`config.mk`:
```
export PLATFORM = sky130hd
export DESIGN_NAME = tmlh_top
export DESIGN_NICKNAME = d
export VERILOG_FILES = /design/src/rtl/tmlh_pkg.sv /design/src/rtl/tmlh_crit_chan.sv /design/src/rtl/tmlh_hottest.sv /design/src/rtl/tmlh_top.sv
export SDC_FILE = /design/constraint.sdc
export NUM_CORES = 1
export LEC_CHECK = 0
export BUFFER_PORTS_ARGS = -buffer_cell sky130_fd_sc_hd__buf_2
export CAP_MARGIN = 20
export CORE_MARGIN = 4
export CORE_UTILIZATION = 45
export CTS_CLUSTER_SIZE = 25
export DETAILED_ROUTE_END_ITERATION = 10
export PLACE_DENSITY = 0.67
export SYNTH_ARGS = -nofsm -noshare
export SYNTH_HDL_FRONTEND = slang
export SYNTH_SLANG_ARGS = --single-unit
```
`constraint.sdc`:
```
create_clock -name pclk -period 40.5 [get_ports pclk]
set_clock_uncertainty 0.05 [all_clocks]
set_input_delay 4.05 -clock pclk [delete_from_list [all_inputs] [get_ports pclk]]
set_output_delay 4.05 -clock pclk [all_outputs]
set_load 0.1 [all_outputs]
```
`src/rtl/tmlh_pkg.sv`:
```
// Shared constants and carrier types for the temperature limit and hottest-of block
package tmlh_pkg;
    // Channel count and temperature word width (8 integer bits, 3 fraction bits)
    localparam int          NCH = 8;
    localparam int          TW  = 11;

    // Register indices as printed; byte address is four times the index
    localparam logic [7:0]  IDX_MAIN_STAT  = 8'h02;
    localparam logic [7:0]  IDX_HOT_HI     = 8'h32;
    localparam logic [7:0]  IDX_HOT_LO     = 8'h33;
    localparam logic [7:0]  IDX_HOT_STAT   = 8'h34;
    localparam logic [7:0]  IDX_CRIT_STAT  = 8'h37;
    localparam logic [7:0]  IDX_REC_DIS    = 8'h39;
    localparam logic [7:0]  IDX_MAX_SEL    = 8'h3A;
    localparam logic [7:0]  IDX_CHAN_SETUP = 8'h3B;

    // Reset values
    localparam logic [7:0]  RST_REC_DIS    = 8'h00;
    localparam logic [7:0]  RST_MAX_SEL    = 8'h00;
    localparam logic [7:0]  RST_CHAN_SETUP = 8'h00;

    // Writable bits of each configuration register
    localparam logic [7:0]  MASK_REC_DIS    = 8'hFE;
    localparam logic [7:0]  MASK_MAX_SEL    = 8'hFF;
    localparam logic [7:0]  MASK_CHAN_SETUP = 8'h8E;

    // Field positions in the channel setup register
    localparam int          BIT_REMEMBER = 7;
    localparam int          BIT_PAIR67   = 3;
    localparam int          BIT_PAIR45   = 2;
    localparam int          BIT_PAIR23   = 1;

    // Field positions in the main status register
    localparam int          BIT_HOT_CHG  = 0;
    localparam int          BIT_CRIT_SUM = 1;

    // Channels monitored whatever the pairing: internal, ext1, ext2, ext4, ext6
    localparam logic [7:0]  ALWAYS_ACTIVE = 8'h57;

    // Hottest result when nothing is selected
    localparam logic [7:0]  HOT_EMPTY_HI = 8'h80;
    localparam logic [2:0]  HOT_EMPTY_LO = 3'h0;

    // One conversion result per channel, with its valid strobe
    typedef struct packed {
        logic [NCH-1:0][TW-1:0] temp;
        logic [NCH-1:0]         valid;
    } tmlh_meas_t;

    // Critical limits, hysteresis and consecutive count from the limit block
    typedef struct packed {
        logic [NCH-1:0][7:0]    limit;
        logic [7:0]             hyst;
        logic [3:0]             consec;
    } tmlh_lim_t;

    // Outcome of one hottest-of comparison
    typedef struct packed {
        logic                   any;
        logic [NCH-1:0]         onehot;
        logic [TW-1:0]          temp;
    } tmlh_hot_t;
endpackage

```
`src/rtl/tmlh_crit_chan.sv`:
```
// Critical-limit flag of one channel with consecutive count and hysteresis
module tmlh_crit_chan (
    input  wire logic       pclk,
    input  wire logic       presetn,
    input  wire logic       sample,
    input  wire logic [7:0] temp_hi,
    input  wire logic [7:0] limit,
    input  wire logic [7:0] hyst,
    input  wire logic [3:0] consec,
    output logic            flag
);
    logic [3:0] cnt_ff;     // Readings in a row at or above limit
    logic       flag_ff;    // Sticky critical flag
    logic       over;       // Reading meets or exceeds limit
    logic       below;      // Reading under limit minus hysteresis
    logic [9:0] clr_lvl;    // Widened so a large hysteresis cannot wrap
    logic [3:0] target;     // Count needed, zero treated as one

    assign over    = $signed(temp_hi) >= $signed(limit);
    assign clr_lvl = 10'({{2{limit[7]}}, limit} - {2'h0, hyst});
    assign below   = $signed({{2{temp_hi[7]}}, temp_hi}) < $signed(clr_lvl);
    assign target  = (consec == 4'h0) ? 4'h1 : consec;
    assign flag    = flag_ff;

    // Run length counter, saturating, restarts on any reading under limit
    always_ff @(posedge pclk or negedge presetn) begin
        if (!presetn) begin
            cnt_ff <= 4'h0;
        end else if (sample) begin
            if (!over) begin
                cnt_ff <= 4'h0;
            end else if (cnt_ff != 4'hF) begin
                cnt_ff <= cnt_ff + 4'h1;
            end
        end
    end

    // Flag sets on the run length, clears itself below the hysteresis level
    always_ff @(posedge pclk or negedge presetn) begin
        if (!presetn) begin
            flag_ff <= 1'b0;
        // [RULE1] Set after enough readings
        end else if (sample && over && ((cnt_ff + 4'h1) >= target)) begin
            flag_ff <= 1'b1;
        // [RULE5] Hysteresis based clear
        end else if (sample && below) begin
            flag_ff <= 1'b0;
        end
    end

    flag_rise_a: assert property (@(posedge pclk) disable iff (!presetn) // [RULE1]
        $rose(flag_ff) |-> $past(sample) && $past(over)
            && (($past(cnt_ff) + 4'h1) >= $past(target)))
        else $error("critical flag rose without enough readings");

    flag_fall_a: assert property (@(posedge pclk) disable iff (!presetn) // [RULE5]
        $fell(flag_ff) |-> $past(sample) && $past(below))
        else $error("critical flag fell above hysteresis level");
endmodule

```
`src/rtl/tmlh_hottest.sv`:
```
// Combinational hottest-of search over the selected channels
module tmlh_hottest (
    input  wire tmlh_pkg::tmlh_meas_t meas,
    input  wire logic [7:0]           select,
    output tmlh_pkg::tmlh_hot_t       result
);
    // Walk channels in measurement order, internal first
    always_comb begin
        result.any    = 1'b0;
        result.onehot = 8'h00;
        result.temp   = {tmlh_pkg::HOT_EMPTY_HI, tmlh_pkg::HOT_EMPTY_LO};
        for (int i = 0; i < tmlh_pkg::NCH; i++) begin
            // [RULE16] Strictly greater keeps earlier channel on tie
            if (select[i] && (!result.any
                    || ($signed(meas.temp[i]) > $signed(result.temp)))) begin
                result.any    = 1'b1;
                result.onehot = 8'(1 << i);
                result.temp   = meas.temp[i];
            end
        end
    end
endmodule

```
`src/rtl/tmlh_top.sv`:
```
// Top of the critical-limit status, correction, hottest-of and pairing logic
//
// Notes on behaviour
// [RULE1] Flag sets after N consecutive readings over limit
// [RULE2] Status byte: ext7..ext1 bits 7..1, internal bit 0
// [RULE3] Any channel flag sets the summary bit
// [RULE4] Reading critical status clears nothing
// [RULE5] Flag clears below limit minus hysteresis
// [RULE6] Summary clears only when all flags clear
// [RULE7] Correction disable bits 7..1, default enabled
// [RULE8] Select bits 7..1 include external channels
// [RULE9] Select bit 0 includes internal channel
// [RULE10] Comparison runs at every cycle end
// [RULE11] Remember mode flags a changed hottest channel
// [RULE12] Setup bit 3 pairs channels six, seven
// [RULE13] Setup bit 2 pairs channels four, five
// [RULE14] Setup bit 1 pairs channels two, three
// [RULE15] Empty selection reports high byte 80h
// [RULE16] Ties resolved by measurement order
// [RULE17] Unused config bits read zero, ignore writes
//
// Chosen here: the APB register port.
module tmlh_top (
    // Clock, reset
    input  wire logic                 pclk,
    input  wire logic                 presetn,

    // Register bus
    input  wire logic                 psel,
    input  wire logic                 penable,
    input  wire logic                 pwrite,
    input  wire logic [9:0]           paddr,
    input  wire logic [31:0]          pwdata,
    input  wire logic [3:0]           pstrb,
    output logic                      pready,
    output logic [31:0]               prdata,
    output logic                      pslverr,

    // Readings
    input  wire tmlh_pkg::tmlh_meas_t meas,
    input  wire tmlh_pkg::tmlh_lim_t  lim,
    input  wire logic                 cycle_done,

    // Controls out
    output logic [7:1]                ext_correction_disable,
    output logic [7:0]                chan_active,
    output logic                      pair6_7_antiparallel,
    output logic                      pair4_5_antiparallel,
    output logic                      pair2_3_antiparallel,

    // Status out
    output logic [7:0]                critical_flags,
    output logic                      critical_summary,
    output logic                      max_changed
);
    // Register selector codes used by read and write decode
    typedef enum logic [3:0] {
        TMLH_R_NONE  = 4'h0,
        TMLH_R_MAIN  = 4'h1,
        TMLH_R_HOTHI = 4'h2,
        TMLH_R_HOTLO = 4'h3,
        TMLH_R_HOTST = 4'h4,
        TMLH_R_CRIT  = 4'h5,
        TMLH_R_REC   = 4'h6,
        TMLH_R_SEL   = 4'h7,
        TMLH_R_SETUP = 4'h8
    } tmlh_reg_t;

    // Map a byte address onto a register, misaligned counts as unmapped
    function automatic tmlh_reg_t tmlh_decode(input logic [9:0] addr);
        tmlh_reg_t r;
        r = TMLH_R_NONE;

        // Word aligned only
        if (addr[1:0] == 2'h0) begin
            case (addr[9:2])
                tmlh_pkg::IDX_MAIN_STAT:  r = TMLH_R_MAIN;
                tmlh_pkg::IDX_HOT_HI:     r = TMLH_R_HOTHI;
                tmlh_pkg::IDX_HOT_LO:     r = TMLH_R_HOTLO;
                tmlh_pkg::IDX_HOT_STAT:   r = TMLH_R_HOTST;
                tmlh_pkg::IDX_CRIT_STAT:  r = TMLH_R_CRIT;
                tmlh_pkg::IDX_REC_DIS:    r = TMLH_R_REC;
                tmlh_pkg::IDX_MAX_SEL:    r = TMLH_R_SEL;
                tmlh_pkg::IDX_CHAN_SETUP: r = TMLH_R_SETUP;
                default:                  r = TMLH_R_NONE;
            endcase
        end

        return r;
    endfunction

    // Software configuration registers
    logic [7:0]          rec_ff;        // Correction disable per channel
    logic [7:0]          sel_ff;        // Hottest-of inclusion per channel
    logic [7:0]          setup_ff;      // Remember and pairing controls

    // Bus side state
    logic [31:0]         rdata_ff;      // Read data captured in setup cycle
    logic                err_ff;        // Unmapped access seen in setup cycle

    // Hottest-of state
    tmlh_pkg::tmlh_hot_t hot_cmb;       // Search over current readings
    tmlh_pkg::tmlh_hot_t hot_ff;        // Result of last completed cycle

    // Remember mode
    logic [7:0]          last_hot_ff;   // Remembered hottest channel
    logic                last_vld_ff;   // A hottest channel is remembered
    logic                hot_chg_ff;    // Sticky hottest-changed status

    // Decoded strobes
    tmlh_reg_t           reg_sel;       // Register addressed now
    logic                acc_done;      // Access phase completes this edge
    logic                wr_ok;         // Write of byte lane zero
    logic [7:0]          wbyte;         // Written byte

    // Status events
    logic                hot_chg_set;   // Hottest channel moved this cycle
    logic                hot_chg_clr;   // Status read completes this cycle

    // Channel side
    logic [7:0]          sample;        // Reading strobes of active channels
    logic [7:0]          crit_flags;    // Per-channel critical flags

    // Address decode
    assign reg_sel  = tmlh_decode(paddr);

    // No wait states: read data was already registered in setup
    assign pready   = psel && penable;
    assign pslverr  = pready && err_ff;
    assign prdata   = rdata_ff;

    // Write strobe, lane zero only
    assign acc_done = psel && penable;
    assign wr_ok    = acc_done && pwrite && pstrb[0];
    assign wbyte    = pwdata[7:0];

    // Pairing controls and the channels they bring in
    // [RULE12] Pair six and seven
    assign pair6_7_antiparallel = setup_ff[tmlh_pkg::BIT_PAIR67];

    // [RULE13] Pair four and five
    assign pair4_5_antiparallel = setup_ff[tmlh_pkg::BIT_PAIR45];

    // [RULE14] Pair two and three
    assign pair2_3_antiparallel = setup_ff[tmlh_pkg::BIT_PAIR23];

    // Odd channels 3, 5, 7 idle unless paired
    assign chan_active = tmlh_pkg::ALWAYS_ACTIVE
                       | {pair6_7_antiparallel, 1'b0,
                          pair4_5_antiparallel, 1'b0,
                          pair2_3_antiparallel, 3'h0};

    // [RULE7] Correction disable drive
    assign ext_correction_disable = rec_ff[7:1];

    // Readings of an unmonitored channel are ignored
    assign sample = meas.valid & chan_active;

    // One flag per channel, bit order matches the status byte
    generate
        for (genvar g = 0; g < tmlh_pkg::NCH; g++) begin : g_crit
            tmlh_crit_chan u_crit (
                .pclk    (pclk),
                .presetn (presetn),
                .sample  (sample[g]),
                .temp_hi (meas.temp[g][10:3]),
                .limit   (lim.limit[g]),
                .hyst    (lim.hyst),
                .consec  (lim.consec),
                .flag    (crit_flags[g])
            );
        end
    endgenerate

    // [RULE2] Status byte bit order
    assign critical_flags   = crit_flags;

    // [RULE3] Summary follows the channel flags
    // [RULE6] Clears with last flag
    assign critical_summary = |crit_flags;

    // Sticky changed bit out
    assign max_changed      = hot_chg_ff;

    // Hottest-of search; inactive channels never take part
    // [RULE9] Internal bit too
    tmlh_hottest u_hot (
        .meas   (meas),
        .select (sel_ff & chan_active),
        .result (hot_cmb)
    );

    // Correction disable register, bit 0 has no channel behind it
    always_ff @(posedge pclk or negedge presetn) begin
        if (!presetn) begin
            rec_ff <= tmlh_pkg::RST_REC_DIS;
        // [RULE17] Unused bits stay zero
        end else if (wr_ok && (reg_sel == TMLH_R_REC)) begin
            rec_ff <= wbyte & tmlh_pkg::MASK_REC_DIS;
        end
    end

    // Hottest-of selection register, every bit used
    always_ff @(posedge pclk or negedge presetn) begin
        if (!presetn) begin
            sel_ff <= tmlh_pkg::RST_MAX_SEL;
        // [RULE8] External and internal inclusion
        end else if (wr_ok && (reg_sel == TMLH_R_SEL)) begin
            sel_ff <= wbyte & tmlh_pkg::MASK_MAX_SEL;
        end
    end

    // Channel setup register
    always_ff @(posedge pclk or negedge presetn) begin
        if (!presetn) begin
            setup_ff <= tmlh_pkg::RST_CHAN_SETUP;
        // [RULE17] Reserved setup bits
        end else if (wr_ok && (reg_sel == TMLH_R_SETUP)) begin
            setup_ff <= wbyte & tmlh_pkg::MASK_CHAN_SETUP;
        end
    end

    // Read data and error captured in the setup cycle
    always_ff @(posedge pclk or negedge presetn) begin
        if (!presetn) begin
            rdata_ff <= 32'h0000_0000;
            err_ff   <= 1'b0;
        end else if (psel && !penable) begin
            err_ff   <= (reg_sel == TMLH_R_NONE);
            rdata_ff <= 32'h0000_0000;

            // Upper bytes stay zero
            if (!pwrite) begin
                case (reg_sel)
                    TMLH_R_MAIN:  rdata_ff[7:0] <= {6'h00, critical_summary, hot_chg_ff};
                    TMLH_R_HOTHI: rdata_ff[7:0] <= hot_ff.temp[10:3];
                    TMLH_R_HOTLO: rdata_ff[7:0] <= {hot_ff.temp[2:0], 5'h00};
                    TMLH_R_HOTST: rdata_ff[7:0] <= hot_ff.onehot;
                    // [RULE4] Plain read, no side effect
                    TMLH_R_CRIT:  rdata_ff[7:0] <= crit_flags;
                    TMLH_R_REC:   rdata_ff[7:0] <= rec_ff;
                    TMLH_R_SEL:   rdata_ff[7:0] <= sel_ff;
                    TMLH_R_SETUP: rdata_ff[7:0] <= setup_ff;
                    default:      rdata_ff[7:0] <= 8'h00;
                endcase
            end
        end
    end

    // [RULE10] Latch result at cycle end
    always_ff @(posedge pclk or negedge presetn) begin
        if (!presetn) begin
            hot_ff <= '{any: 1'b0, onehot: 8'h00,
                        temp: {tmlh_pkg::HOT_EMPTY_HI, tmlh_pkg::HOT_EMPTY_LO}};
        end else if (cycle_done) begin
            // [RULE15] Empty result from search
            hot_ff <= hot_cmb;
        end
    end

    // Remembered channel, kept only in remember mode and only for a real result
    always_ff @(posedge pclk or negedge presetn) begin
        if (!presetn) begin
            last_hot_ff <= 8'h00;
            last_vld_ff <= 1'b0;
        end else if (!setup_ff[tmlh_pkg::BIT_REMEMBER]) begin
            // Leaving remember mode forgets, so re-entry cannot false-trigger
            last_vld_ff <= 1'b0;
        end else if (cycle_done && hot_cmb.any) begin
            // [RULE11] Store hottest channel
            last_hot_ff <= hot_cmb.onehot;
            last_vld_ff <= 1'b1;
        end
    end

    // [RULE11] Detect a moved hottest channel
    assign hot_chg_set = cycle_done && hot_cmb.any && last_vld_ff
                      && setup_ff[tmlh_pkg::BIT_REMEMBER]
                      && (hot_cmb.onehot != last_hot_ff);

    // Clear only a set bit that this read returned, so no event is lost
    assign hot_chg_clr = acc_done && !pwrite && (reg_sel == TMLH_R_MAIN)
                      && rdata_ff[tmlh_pkg::BIT_HOT_CHG];

    // Sticky changed bit; a new event beats a status read in the same cycle
    always_ff @(posedge pclk or negedge presetn) begin
        if (!presetn) begin
            hot_chg_ff <= 1'b0;
        end else if (hot_chg_set) begin
            // Event first
            hot_chg_ff <= 1'b1;
        end else if (hot_chg_clr) begin
            // Read clears
            hot_chg_ff <= 1'b0;
        end
    end

    summary_or_a: assert property (@(posedge pclk) disable iff (!presetn) // [RULE6]
        critical_summary == (|crit_flags))
        else $error("summary bit disagrees with channel flags");

    read_keeps_a: assert property (@(posedge pclk) disable iff (!presetn) // [RULE4]
        (acc_done && !pwrite && (reg_sel == TMLH_R_CRIT) && (sample == 8'h00))
            |=> $stable(crit_flags))
        else $error("critical status read changed the flags");

    rec_write_a: assert property (@(posedge pclk) disable iff (!presetn) // [RULE7]
        (wr_ok && (reg_sel == TMLH_R_REC))
            |=> (ext_correction_disable == $past(pwdata[7:1])) && !rec_ff[0])
        else $error("correction disable did not follow write");

    sel_write_a: assert property (@(posedge pclk) disable iff (!presetn) // [RULE9]
        (wr_ok && (reg_sel == TMLH_R_SEL)) |=> (sel_ff == $past(pwdata[7:0])))
        else $error("selection register did not follow write");

    hot_latch_a: assert property (@(posedge pclk) disable iff (!presetn) // [RULE10]
        cycle_done |=> (hot_ff == $past(hot_cmb)))
        else $error("hottest result not updated at cycle end");

    hot_empty_a: assert property (@(posedge pclk) disable iff (!presetn) // [RULE15]
        (cycle_done && ((sel_ff & chan_active) == 8'h00))
            |=> (hot_ff.temp[10:3] == 8'h80) && (hot_ff.onehot == 8'h00))
        else $error("empty selection did not report 80h");

    hot_change_a: assert property (@(posedge pclk) disable iff (!presetn) // [RULE11]
        $rose(hot_chg_ff) |-> $past(setup_ff[7]) && $past(cycle_done)
            && ($past(hot_cmb.onehot) != $past(last_hot_ff)))
        else $error("changed bit rose without a moved channel");

    pair_mask_a: assert property (@(posedge pclk) disable iff (!presetn) // [RULE12]
        (chan_active[7] == setup_ff[3]) && (chan_active[5] == setup_ff[2])
            && (chan_active[3] == setup_ff[1]) && chan_active[6] && chan_active[4])
        else $error("active channels disagree with pairing");

    reserved_zero_a: assert property (@(posedge pclk) disable iff (!presetn) // [RULE17]
        (setup_ff[6:4] == 3'h0) && !setup_ff[0] && !rec_ff[0])
        else $error("reserved configuration bit set");
endmodule

```
# == After elaboration in Yosys (flattened, before gate mapping) ==
# Cells that the tools add are included.
# word_totals
reg_bits,97
out_inout_bits,62
elab_cells,242
# classes
add_sub_neg,16
n_lt_le_gt_ge,31
eq_ne,34
mux,49
bitwise_logic,2
n_reduce_logical,84
# ops
cell,count
20-bit two-way mux,8
8-bit by 10-bit less-than comparator with 1-bit output,8
8-bit by 9-bit subtractor with 10-bit output,8
11-bit greater-than comparator,7
4-bit two-way mux,18
8-bit greater-or-equal comparator,8
8-bit one-hot mux with 8 select lines,1
"8-bit by 6-bit == test with 1-bit output, second input constant",7
1-bit logical AND,46
"4-bit by 1-bit adder with 4-bit output, second input constant",8
4-bit greater-or-equal comparator,8
"4-bit != test, second input constant",8
4-bit one-hot mux with 8 select lines,1
1-bit two-way mux,20
2-bit AND reduction,9
2-bit nonzero test,9
8-bit bitwise AND,2
"4-bit by 3-bit == test with 1-bit output, second input constant",4
"2-bit != test, second input constant",8
1-bit zero test,9
"4-bit by 2-bit == test with 1-bit output, second input constant",2
"8-bit by 2-bit == test with 1-bit output, second input constant",1
4-bit zero test,2
8-bit two-way mux,1
other kinds (7),13

# == Depth between registers and ports, before layout ==
# Gate-level depths: netlist (run 1).
# logic_depth
depth_word,35
ltp_mapped,64

# == Hierarchy ==
# Synthesis (run 1) repeated with hierarchy kept, for this count alone.
# hier_totals
cells_unflattened,1932
hier_area_um2,16256.8
# by_module_without_submodules
mod,instances,cells_each,area_per_inst_um2,seq_area_each_um2
tmlh_crit_chan,8,148,1211.2,125.1
tmlh_top,1,308,3290.7,1427.6
tmlh_hottest,1,440,3276.9,0.0

# == Least setup slack after synthesis (run 1) ==
# OpenSTA, ideal clock, no wires.
# synth_path
path_kind,in2reg
startpoint,input meas[16] (netlist bit)
endpoint,register hot_chg_ff (netlist: max_changed)
setup_time_ns,0.088
arrival_time_ns,16.135
path_slack_ns,24.228
cell_stages,57
path_buffers,8
cell_sequence,nand2_1 -> ha_1 -> a21o_1 -> a2111oi_4 -> o211a_4 -> buf_4 -> nor4_1 -> or2_2 -> ha_1 -> nand4_1 -> o32a_1 -> o21a_1 -> o21a_1 -> buf_2 -> o31ai_1 -> ha_1 -> a211o_1 -> o221ai_1 -> (+21 left out) -> o211ai_1 -> a21oi_1 -> nor4_1 -> o2111ai_1 -> a22oi_1 -> clkbuf_1 -> clkbuf_1 -> a21o_1 -> ha_1 -> a211oi_1 -> nand2_1 -> o2111ai_1 -> a41oi_1 -> a31o_2 -> or4_4 -> nor2_1 -> o32ai_1 -> a32oi_1
# synth_via
elab_chain_cells,34
# synth_lines
element,line,rtl
"start, declared",tmlh_top.sv:40,"input wire tmlh_pkg::tmlh_meas_t meas,"
20-bit two-way mux (*),tmlh_hottest.sv:14,if (select[i] && (!result.any
11-bit greater-than comparator,tmlh_hottest.sv:15,|| ($signed(meas.temp[i]) > $signed(result.temp)))) begin
1-bit logical OR,tmlh_hottest.sv:15,
1-bit logical AND,tmlh_hottest.sv:14,
20-bit two-way mux (*),tmlh_hottest.sv:14,
11-bit greater-than comparator or 1-bit zero test (tied branches),"tmlh_hottest.sv:15, tmlh_hottest.sv:14",
1-bit logical OR,tmlh_hottest.sv:15,
1-bit logical AND,tmlh_hottest.sv:14,
(+16 left out),n/a,
20-bit two-way mux (*),tmlh_hottest.sv:14,
11-bit greater-than comparator or 1-bit zero test (tied branches),"tmlh_hottest.sv:15, tmlh_hottest.sv:14",
1-bit logical OR,tmlh_hottest.sv:15,
1-bit logical AND,tmlh_hottest.sv:14,
20-bit two-way mux (*),tmlh_hottest.sv:14,
"parallel branches: the longest is 3 deep, another holds 8-bit != test",n/a,
1-bit logical AND (*),tmlh_top.sv:279,&& (hot_cmb.onehot != last_hot_ff);
1-bit two-way mux or 2-bit nonzero test (tied branches),n/a,
"end signal, assigned",tmlh_top.sv:288,hot_chg_ff <= 1'b0;
"end signal, assigned",tmlh_top.sv:291,hot_chg_ff <= 1'b1;
"end signal, assigned",tmlh_top.sv:294,hot_chg_ff <= 1'b0;
"end, declared",tmlh_top.sv:108,logic hot_chg_ff;
# Every way passes the cells marked *.
# A chain may end at the register's enable or synchronous reset.

# == Final worst setup path (run 1) ==
# layout_path
startpoint,input meas[16] (netlist bit)
endpoint,register hot_ff[1] (netlist bit)
# layout_via
elab_chain_cells,29
# layout_lines
element,line,rtl
20-bit two-way mux (*),tmlh_hottest.sv:14,
11-bit greater-than comparator,tmlh_hottest.sv:15,
1-bit logical OR,tmlh_hottest.sv:15,
1-bit logical AND,tmlh_hottest.sv:14,
20-bit two-way mux (*),tmlh_hottest.sv:14,
11-bit greater-than comparator or 1-bit zero test (tied branches),"tmlh_hottest.sv:15, tmlh_hottest.sv:14",
1-bit logical OR,tmlh_hottest.sv:15,
1-bit logical AND,tmlh_hottest.sv:14,
(+13 left out),n/a,
11-bit greater-than comparator or 1-bit zero test (tied branches),"tmlh_hottest.sv:15, tmlh_hottest.sv:14",
1-bit logical OR,tmlh_hottest.sv:15,
1-bit logical AND,tmlh_hottest.sv:14,
20-bit two-way mux (*),tmlh_hottest.sv:14,
11-bit greater-than comparator or 1-bit zero test (tied branches),"tmlh_hottest.sv:15, tmlh_hottest.sv:14",
1-bit logical OR,tmlh_hottest.sv:15,
1-bit logical AND,tmlh_hottest.sv:14,
20-bit two-way mux (*),tmlh_hottest.sv:14,
"end signal, assigned",tmlh_top.sv:253,"hot_ff <= '{any: 1'b0, onehot: 8'h00,"
"end signal, assigned",tmlh_top.sv:257,hot_ff <= hot_cmb;
"end, declared",tmlh_top.sv:103,tmlh_pkg::tmlh_hot_t hot_ff;
# Every way passes the cells marked *; elsewhere a longest branch is shown, timed or not.

==> results.toml, run 1 <==
[layout]
final_cell_mix = "ha_1, buf_2, inv_1, a21oi_1, nand2_1"
n_fill_cell = 3206
ff_latch_area_um2 = 2429
design_area_um2 = 16530
multi_input_area_um2 = 11320
area_growth_pct = 11.48
final_net_count = 2509
mostFrequentLayoutCell = "ha_1"
layout-drive-gt1-share_pct = 16.21

[sta]
worst_slew_pin_slew_ns = 1.100
timing.final.crit_share_pct = 47.05
min_period_ns = 19.06
slew_viol_final = 0
hold_viol = 0
final.setup.tns_ns = 0
rsz0062_at_grt = "false"
fin_ws_ns = 21.44
fin_hold_ws_ns = 0.4336
max_freq_mhz = 52.48
setup_viol = 0
slew-limit-headroom_pct = 26.64

[drt]
postRouteAntennaNets = 0
drt-pass1-iter-count = 6
drt_iter0_markers = 772
routed_wl_um = 43560
via_count = 13573
drc = 0
vias_per_cell = 5.644
wl_per_cell_um = 18.11

[synthesis]
yosysSeqAreaShare_pct = 16.38
yosys.area.top_type = "ha_1"
syn_area_per_cell_um2 = 8.449
synth_cell_types = 90
netlist.area_leader.share_pct = 27.42
syn_area_um2 = 14830
synth-edff-count = 0
synth.ff_latch_count = 97
yosys-top-cells-area = "ha_1, dfrtp_1, inv_1, a21o_1, a21oi_1"
async_reset_ff_share_pct = 100.0
yosys_warnings = 0
synthFlopType = "dfrtp_1"
synth_cells = 1755

[placement]
placed_cell_area_um2 = 16210
gp_congestion = 0.9170
port_buffers = 229
hpwl_um = 37470
dp_worst_setup_slack_ns = 21.25

[global_routing]
grt.met3_usage_pct = 5.752
groute.usage.overall_pct = 23.73
grt-ovfl-total = 0
grt_pass1_vias = 13526
antenna_found_initial = 20
met2_usage_pct = 41.70
busiest_layer = "met2"
grt_pass1_wl_um = 68570
use_met1_pct = 28.62
grt_max_degree = 58

[power]
ir_drop_mv = 0.02249
total_power_w = 0.0004026
p_per_area_nw_per_um2 = 24.35
p_leak_nw = 8.696

[cts]
ctsHtreeMaxLevel = 3
insertion_delay_ns = 0.36
clk_path_buf_depth = 2
clock_sinks = 97
hold_buffers = 0
path_clk_slew_ns = 0.08
cts_resized = 0
cts_tree = "done"
clockRootBuffer = "clkbuf_16"
cts_buffers = 9
post_cts_buffers = 0

[critical_path]
crit_slowest_cell = "o221ai_2"
required_ns = 40.73
end_kind = "flop"
crit_type = "in2reg"
cp-start-kind = "input port"
crit_arrival_ns = 19.29
max_stage_delay_ns = 0.87
cp_max_fo = 24
crit_path_frequent_cell = "ha_1"

[job]
cap_viol_max_count = 0

[floorplan]
io_pins = 286
fp.coreArea_um2 = 32540
num_rows = 66
die-area_um2 = 35920
start_util_pct = 45.57
die_height_um = 189.5
die_x_um = 189.5

[min_path]
hold_path.class = "reg2reg"

[outcome]
status = "finished, final reports clean"
[area by class of cell]
cell class              instances  share of cell area [%]
multi-input cells            1416                   68.47
flip-flops and latches         97                   14.69
repair buffers                233                   7.130
inverters                     195                   4.428
well taps                     442                   3.345
clock buffers                  10                   1.446
clock inverters                 5                  0.3860
diodes                          7                  0.1060
[flip-flops by register name, summed over array words and instances, names as in the netlist]
signal / cells
g_crit.u_crit.flag: 8
setup_ff: 4
err_ff: 1
hot_ff: 19
last_vld_ff: 1
sel_ff: 8
max_changed: 1
g_crit.u_crit.cnt_ff: 32
prdata: 8
last_hot_ff: 8
rec_ff: 7
[kinds of logic (layout without fill, tap and decap cells)]
group | after synthesis | after routing | share of synthesized area, %
muxes | 76 | 76 | 5.510
DFF | 97 | 97 | 16.38
other | 2 | 36 | 0.05065
xor gates and xnor gates | 70 | 70 | 4.135
buffers and inverters | 269 | 443 | 8.008
AOI/OAI and AO/OA | 469 | 469 | 21.95
adders and majority gates | 333 | 333 | 28.50
and+or+nand+nor | 439 | 439 | 15.47
[worst paths after layout]
check	startpoint	end	slack, ns	depth (start not counted)
worst min-delay path	err_ff	err_ff	0.43	2
worst max-delay path	meas[16]	hot_ff[1]	21.44	53
max in group asynchronous	presetn	g_crit[3].u_crit.cnt_ff[1]	35.59	2
worst max register to register	sel_ff[0]	hot_ff[1]	24.08	51
min in group asynchronous	presetn	hot_ff[1]	3.62	1
worst min register to register	err_ff	err_ff	0.43	2
[through the flow]
step / utilization [%] / instances
after floorplan: - / 1782
after global placement: 49.82 / 2383
after detailed placement: 49.82 / 2383
after CTS: 50.75 / 2398
after global routing: 50.79 / 2403
final: 50.81 / 2405
[synth_stat cells, types with 15 or more instances]
cell type / number
ha_1: 325
inv_1: 195
a21oi_1: 108
nand2_1: 98
nor2_1: 97
dfrtp_1: 96
a21o_1: 77
nand2b_1: 69
o21ai_0: 64
xnor2_1: 46
buf_4: 41
nor2b_1: 38
mux2i_1: 36
mux2_2: 35
nor3_1: 35
o21a_1: 34
o211ai_1: 28
nand3_1: 27
xor2_1: 24
o31ai_1: 18
a31oi_1: 17
o22ai_1: 17
clkbuf_1: 16
nand4_1: 15
[critical path, delay by kind of cell]
family                     cells  cell delay (ns)
AOI/OAI and AO/OA             32             9.38
and+or+nand+nor                8             1.91
adders and majority gates      7             2.14
muxes                          2             0.81
buffers and inverters          4             0.97
[where the power goes]
| part | switching (W) | internal, W | total, W |
|---|---|---|---|
| combinational | 0.000120 | 0.0000738 | 0.000194 |
| clock | 0.0000410 | 0.0000500 | 0.0000910 |
| sequential | 0.0000119 | 0.000105 | 0.000117 |
| total | 0.000173 | 0.000229 | 0.000403 |
[routing by layer]
layer	vias up	share of wire (%)
li1	6693	-
met1	6393	42
met2	378	48
met3	85	6.9
met4	24	3.0
met5	-	0.38
Note: power is estimated with default switching activity, not from simulation.
==> run 2, diff against run 1 <==
--- a/config.mk
+++ b/config.mk
@@ -11,7 +11,7 @@
 export CORE_UTILIZATION = 45
 export CTS_CLUSTER_SIZE = 25
 export DETAILED_ROUTE_END_ITERATION = 10
-export PLACE_DENSITY = 0.67
+export PLACE_DENSITY = 0.7
 export SYNTH_ARGS = -nofsm -noshare
 export SYNTH_HDL_FRONTEND = slang
 export SYNTH_SLANG_ARGS = --single-unit
==> constraint.sdc (replaced) <==
create_clock -name pclk -period 15.6 [get_ports pclk]
set_clock_uncertainty 0.05 [all_clocks]
set_input_delay 1.56 -clock pclk [delete_from_list [all_inputs] [get_ports pclk]]
set_output_delay 1.56 -clock pclk [all_outputs]
set_load 0.1 [all_outputs]
==> run 2 against run 1 <==
Compared with the run above:
- core utilization rose by 0.31 points
- die area did not move
- count of clock-buffer cells in the layout fell by 1
- sequential share of layout area fell by 0.089 points
- sequential cell count did not move
- critical endpoint is now last_hot_ff[1]
- routed wire length barely moved
- register-to-register slack got worse by 23 ns
- final area rose by 0.61%
- non-clock buffer count rose by 10
- combinational power rose to 2.6 times the previous value
- clock power rose to 2.7 times the previous value
==> results.toml, run 2 (synthesis results as in run 1) <==
[critical_path]
end_kind = "flop"
rrSetupSlack_ns = 1.25
crit_type = "in2reg"
r2r_cells = 52
cp_max_fo = 21
rr_startpoint = "sel_ff[0]"
required_ns = 15.85
crit_slowest_cell = "or4_4"
crit_path_frequent_cell = "ha_1"
cp-start-kind = "input port"
r2r_end = "last_hot_ff[1]"
max_stage_delay_ns = 0.62
crit_arrival_ns = 14.97

[power]
ir_drop_mv = 0.05598
p_leak_nw = 8.746
p_per_area_nw_per_um2 = 63.27
total_power_w = 0.001052

[min_path]
hold_start = "err_ff"
hold_path.class = "reg2reg"
holdPathStages = 2
hold_end = "err_ff"

[sta]
setup_viol = 0
min_period_ns = 14.72
worst_slew_pin_slew_ns = 1.004
hold_viol = 0
max_freq_mhz = 67.92
slew_viol_final = 0
timing.final.crit_share_pct = 94.38
slew-limit-headroom_pct = 32.53

[layout]
top_register = "g_crit.u_crit.cnt_ff"
largest_reg_flops = 32
reg_top3 = "g_crit.u_crit.cnt_ff: 32 flops, hot_ff: 19 flops"
final_cell_mix = "ha_1, buf_2, inv_1, a21oi_1, nand2_1"
final_net_count = 2519
area_growth_pct = 12.17
mostFrequentLayoutCell = "ha_1"
layout.cells.non_filler = 2411
layout-drive-gt1-share_pct = 16.73

[global_routing]
grt_max_degree = 59
groute.usage.overall_pct = 23.77
antenna_found_initial = 15
grt-ovfl-total = 0
grt_pass1_wl_um = 68840
grt_pass1_vias = 13509

[cts]
post_cts_buffers = 0
hold_buffers = 0
insertion_delay_ns = 0.37
clock_sinks = 97
clk_path_buf_depth = 2
ctsHtreeMaxLevel = 3
path_clk_slew_ns = 0.07
clockRootBuffer = "clkbuf_16"
cts_buffers = 9
cts_tree = "done"

[placement]
dpl.cell_count = 2393
hpwl_um = 37620
port_buffers = 229
gp_congestion = 0.8882

[floorplan]
die_x_um = 189.5
io_pins = 286
fp.coreArea_um2 = 32540
die-area_um2 = 35920
num_rows = 66
die_height_um = 189.5
start_util_pct = 45.57

[drt]
postRouteAntennaNets = 0
wl_met2_um = 21060
routed_wl_um = 43570
wl_per_cell_um = 18.07
wl_met1_um = 18020
vias_per_cell = 5.669
drt-pass1-iter-count = 5
drc = 0
drt_iter0_markers = 880
via_count = 13668
routed.top_layer = "met5"
wl_met3_um = 3174

[outcome]
status = "finished, final reports clean"

[job]
cap_viol_max_count = 0
## run 2: changes by cell type in the layout (fill, tap and decap cells not counted), moves of 2 or more
cell,delta
diode_2,-5
inv_8,+2
inv_6,+2
buf_4,+10
## run 2: routing by layer
layer  up-vias  global-route usage, %
met5         -                      0
li1       6703                      -
met4        26                  6.177
met3        90                  5.605
met1      6427                  29.18
met2       422                  41.91
## run 2: cell type report
cell class | instances | area [µm²]
Antenna cell | 2 | 5.005
Clock buffer | 9 | 225.2
Clock inverter | 7 | 90.09
Fill cell | 3163 | 15900
Inverter | 195 | 732.0
Multi-Input combinational cell | 1416 | 11340
Sequential cell | 97 | 2429
Tap cell | 442 | 553.0
Timing Repair Buffer | 243 | 1254
## run 2: timing repair
action	CTS	global route
resized for setup	0	5
endpoints found under the hold margin	0	0
setup endpoints to repair	0	17
## run 2: critical path, delay by kind of cell
family	cells	cell delay [ns]
adders and majority gates	7	2.30
and+or+nand+nor	10	2.20
muxes	4	1.24
buffers and inverters	4	0.70
AOI/OAI and AO/OA	27	6.92
## run 2: through the flow
step           utilization, %  hold slack, ns  setup TNS (ns)  instance area, µm²  worst slack [ns]
6_report                51.12          0.4294               0               16630            0.8764
5_1_grt                 51.10          0.4651        -0.01853               16630          -0.01185
4_1_cts                 51.01          0.4334               0               16600            0.6437
3_5_place_dp            50.04          0.4163               0               16280            0.2478
3_3_place_gp            50.04          0.4100               0               16280            0.4273
2_1_floorplan               -          0.3929               0               14930             1.818
## run 2: worst max path at each step
| stage | start | to |
|---|---|---|
| global placement | meas[17] | hot_ff[3] |
| global route | meas[18] | hot_ff[3] |
| CTS | meas[17] | hot_ff[2] |
| detailed placement | meas[18] | hot_ff[3] |
| floorplan | meas[16] | max_changed |
| finish | meas[17] | last_hot_ff[1] |
## run 2: power breakdown
group          leakage, nW  internal, W  switching (W)  total, W
clock network        0.157     0.000130       0.000114  0.000244
logic                 7.31     0.000192       0.000313  0.000505
registers             1.28     0.000274      0.0000304  0.000304
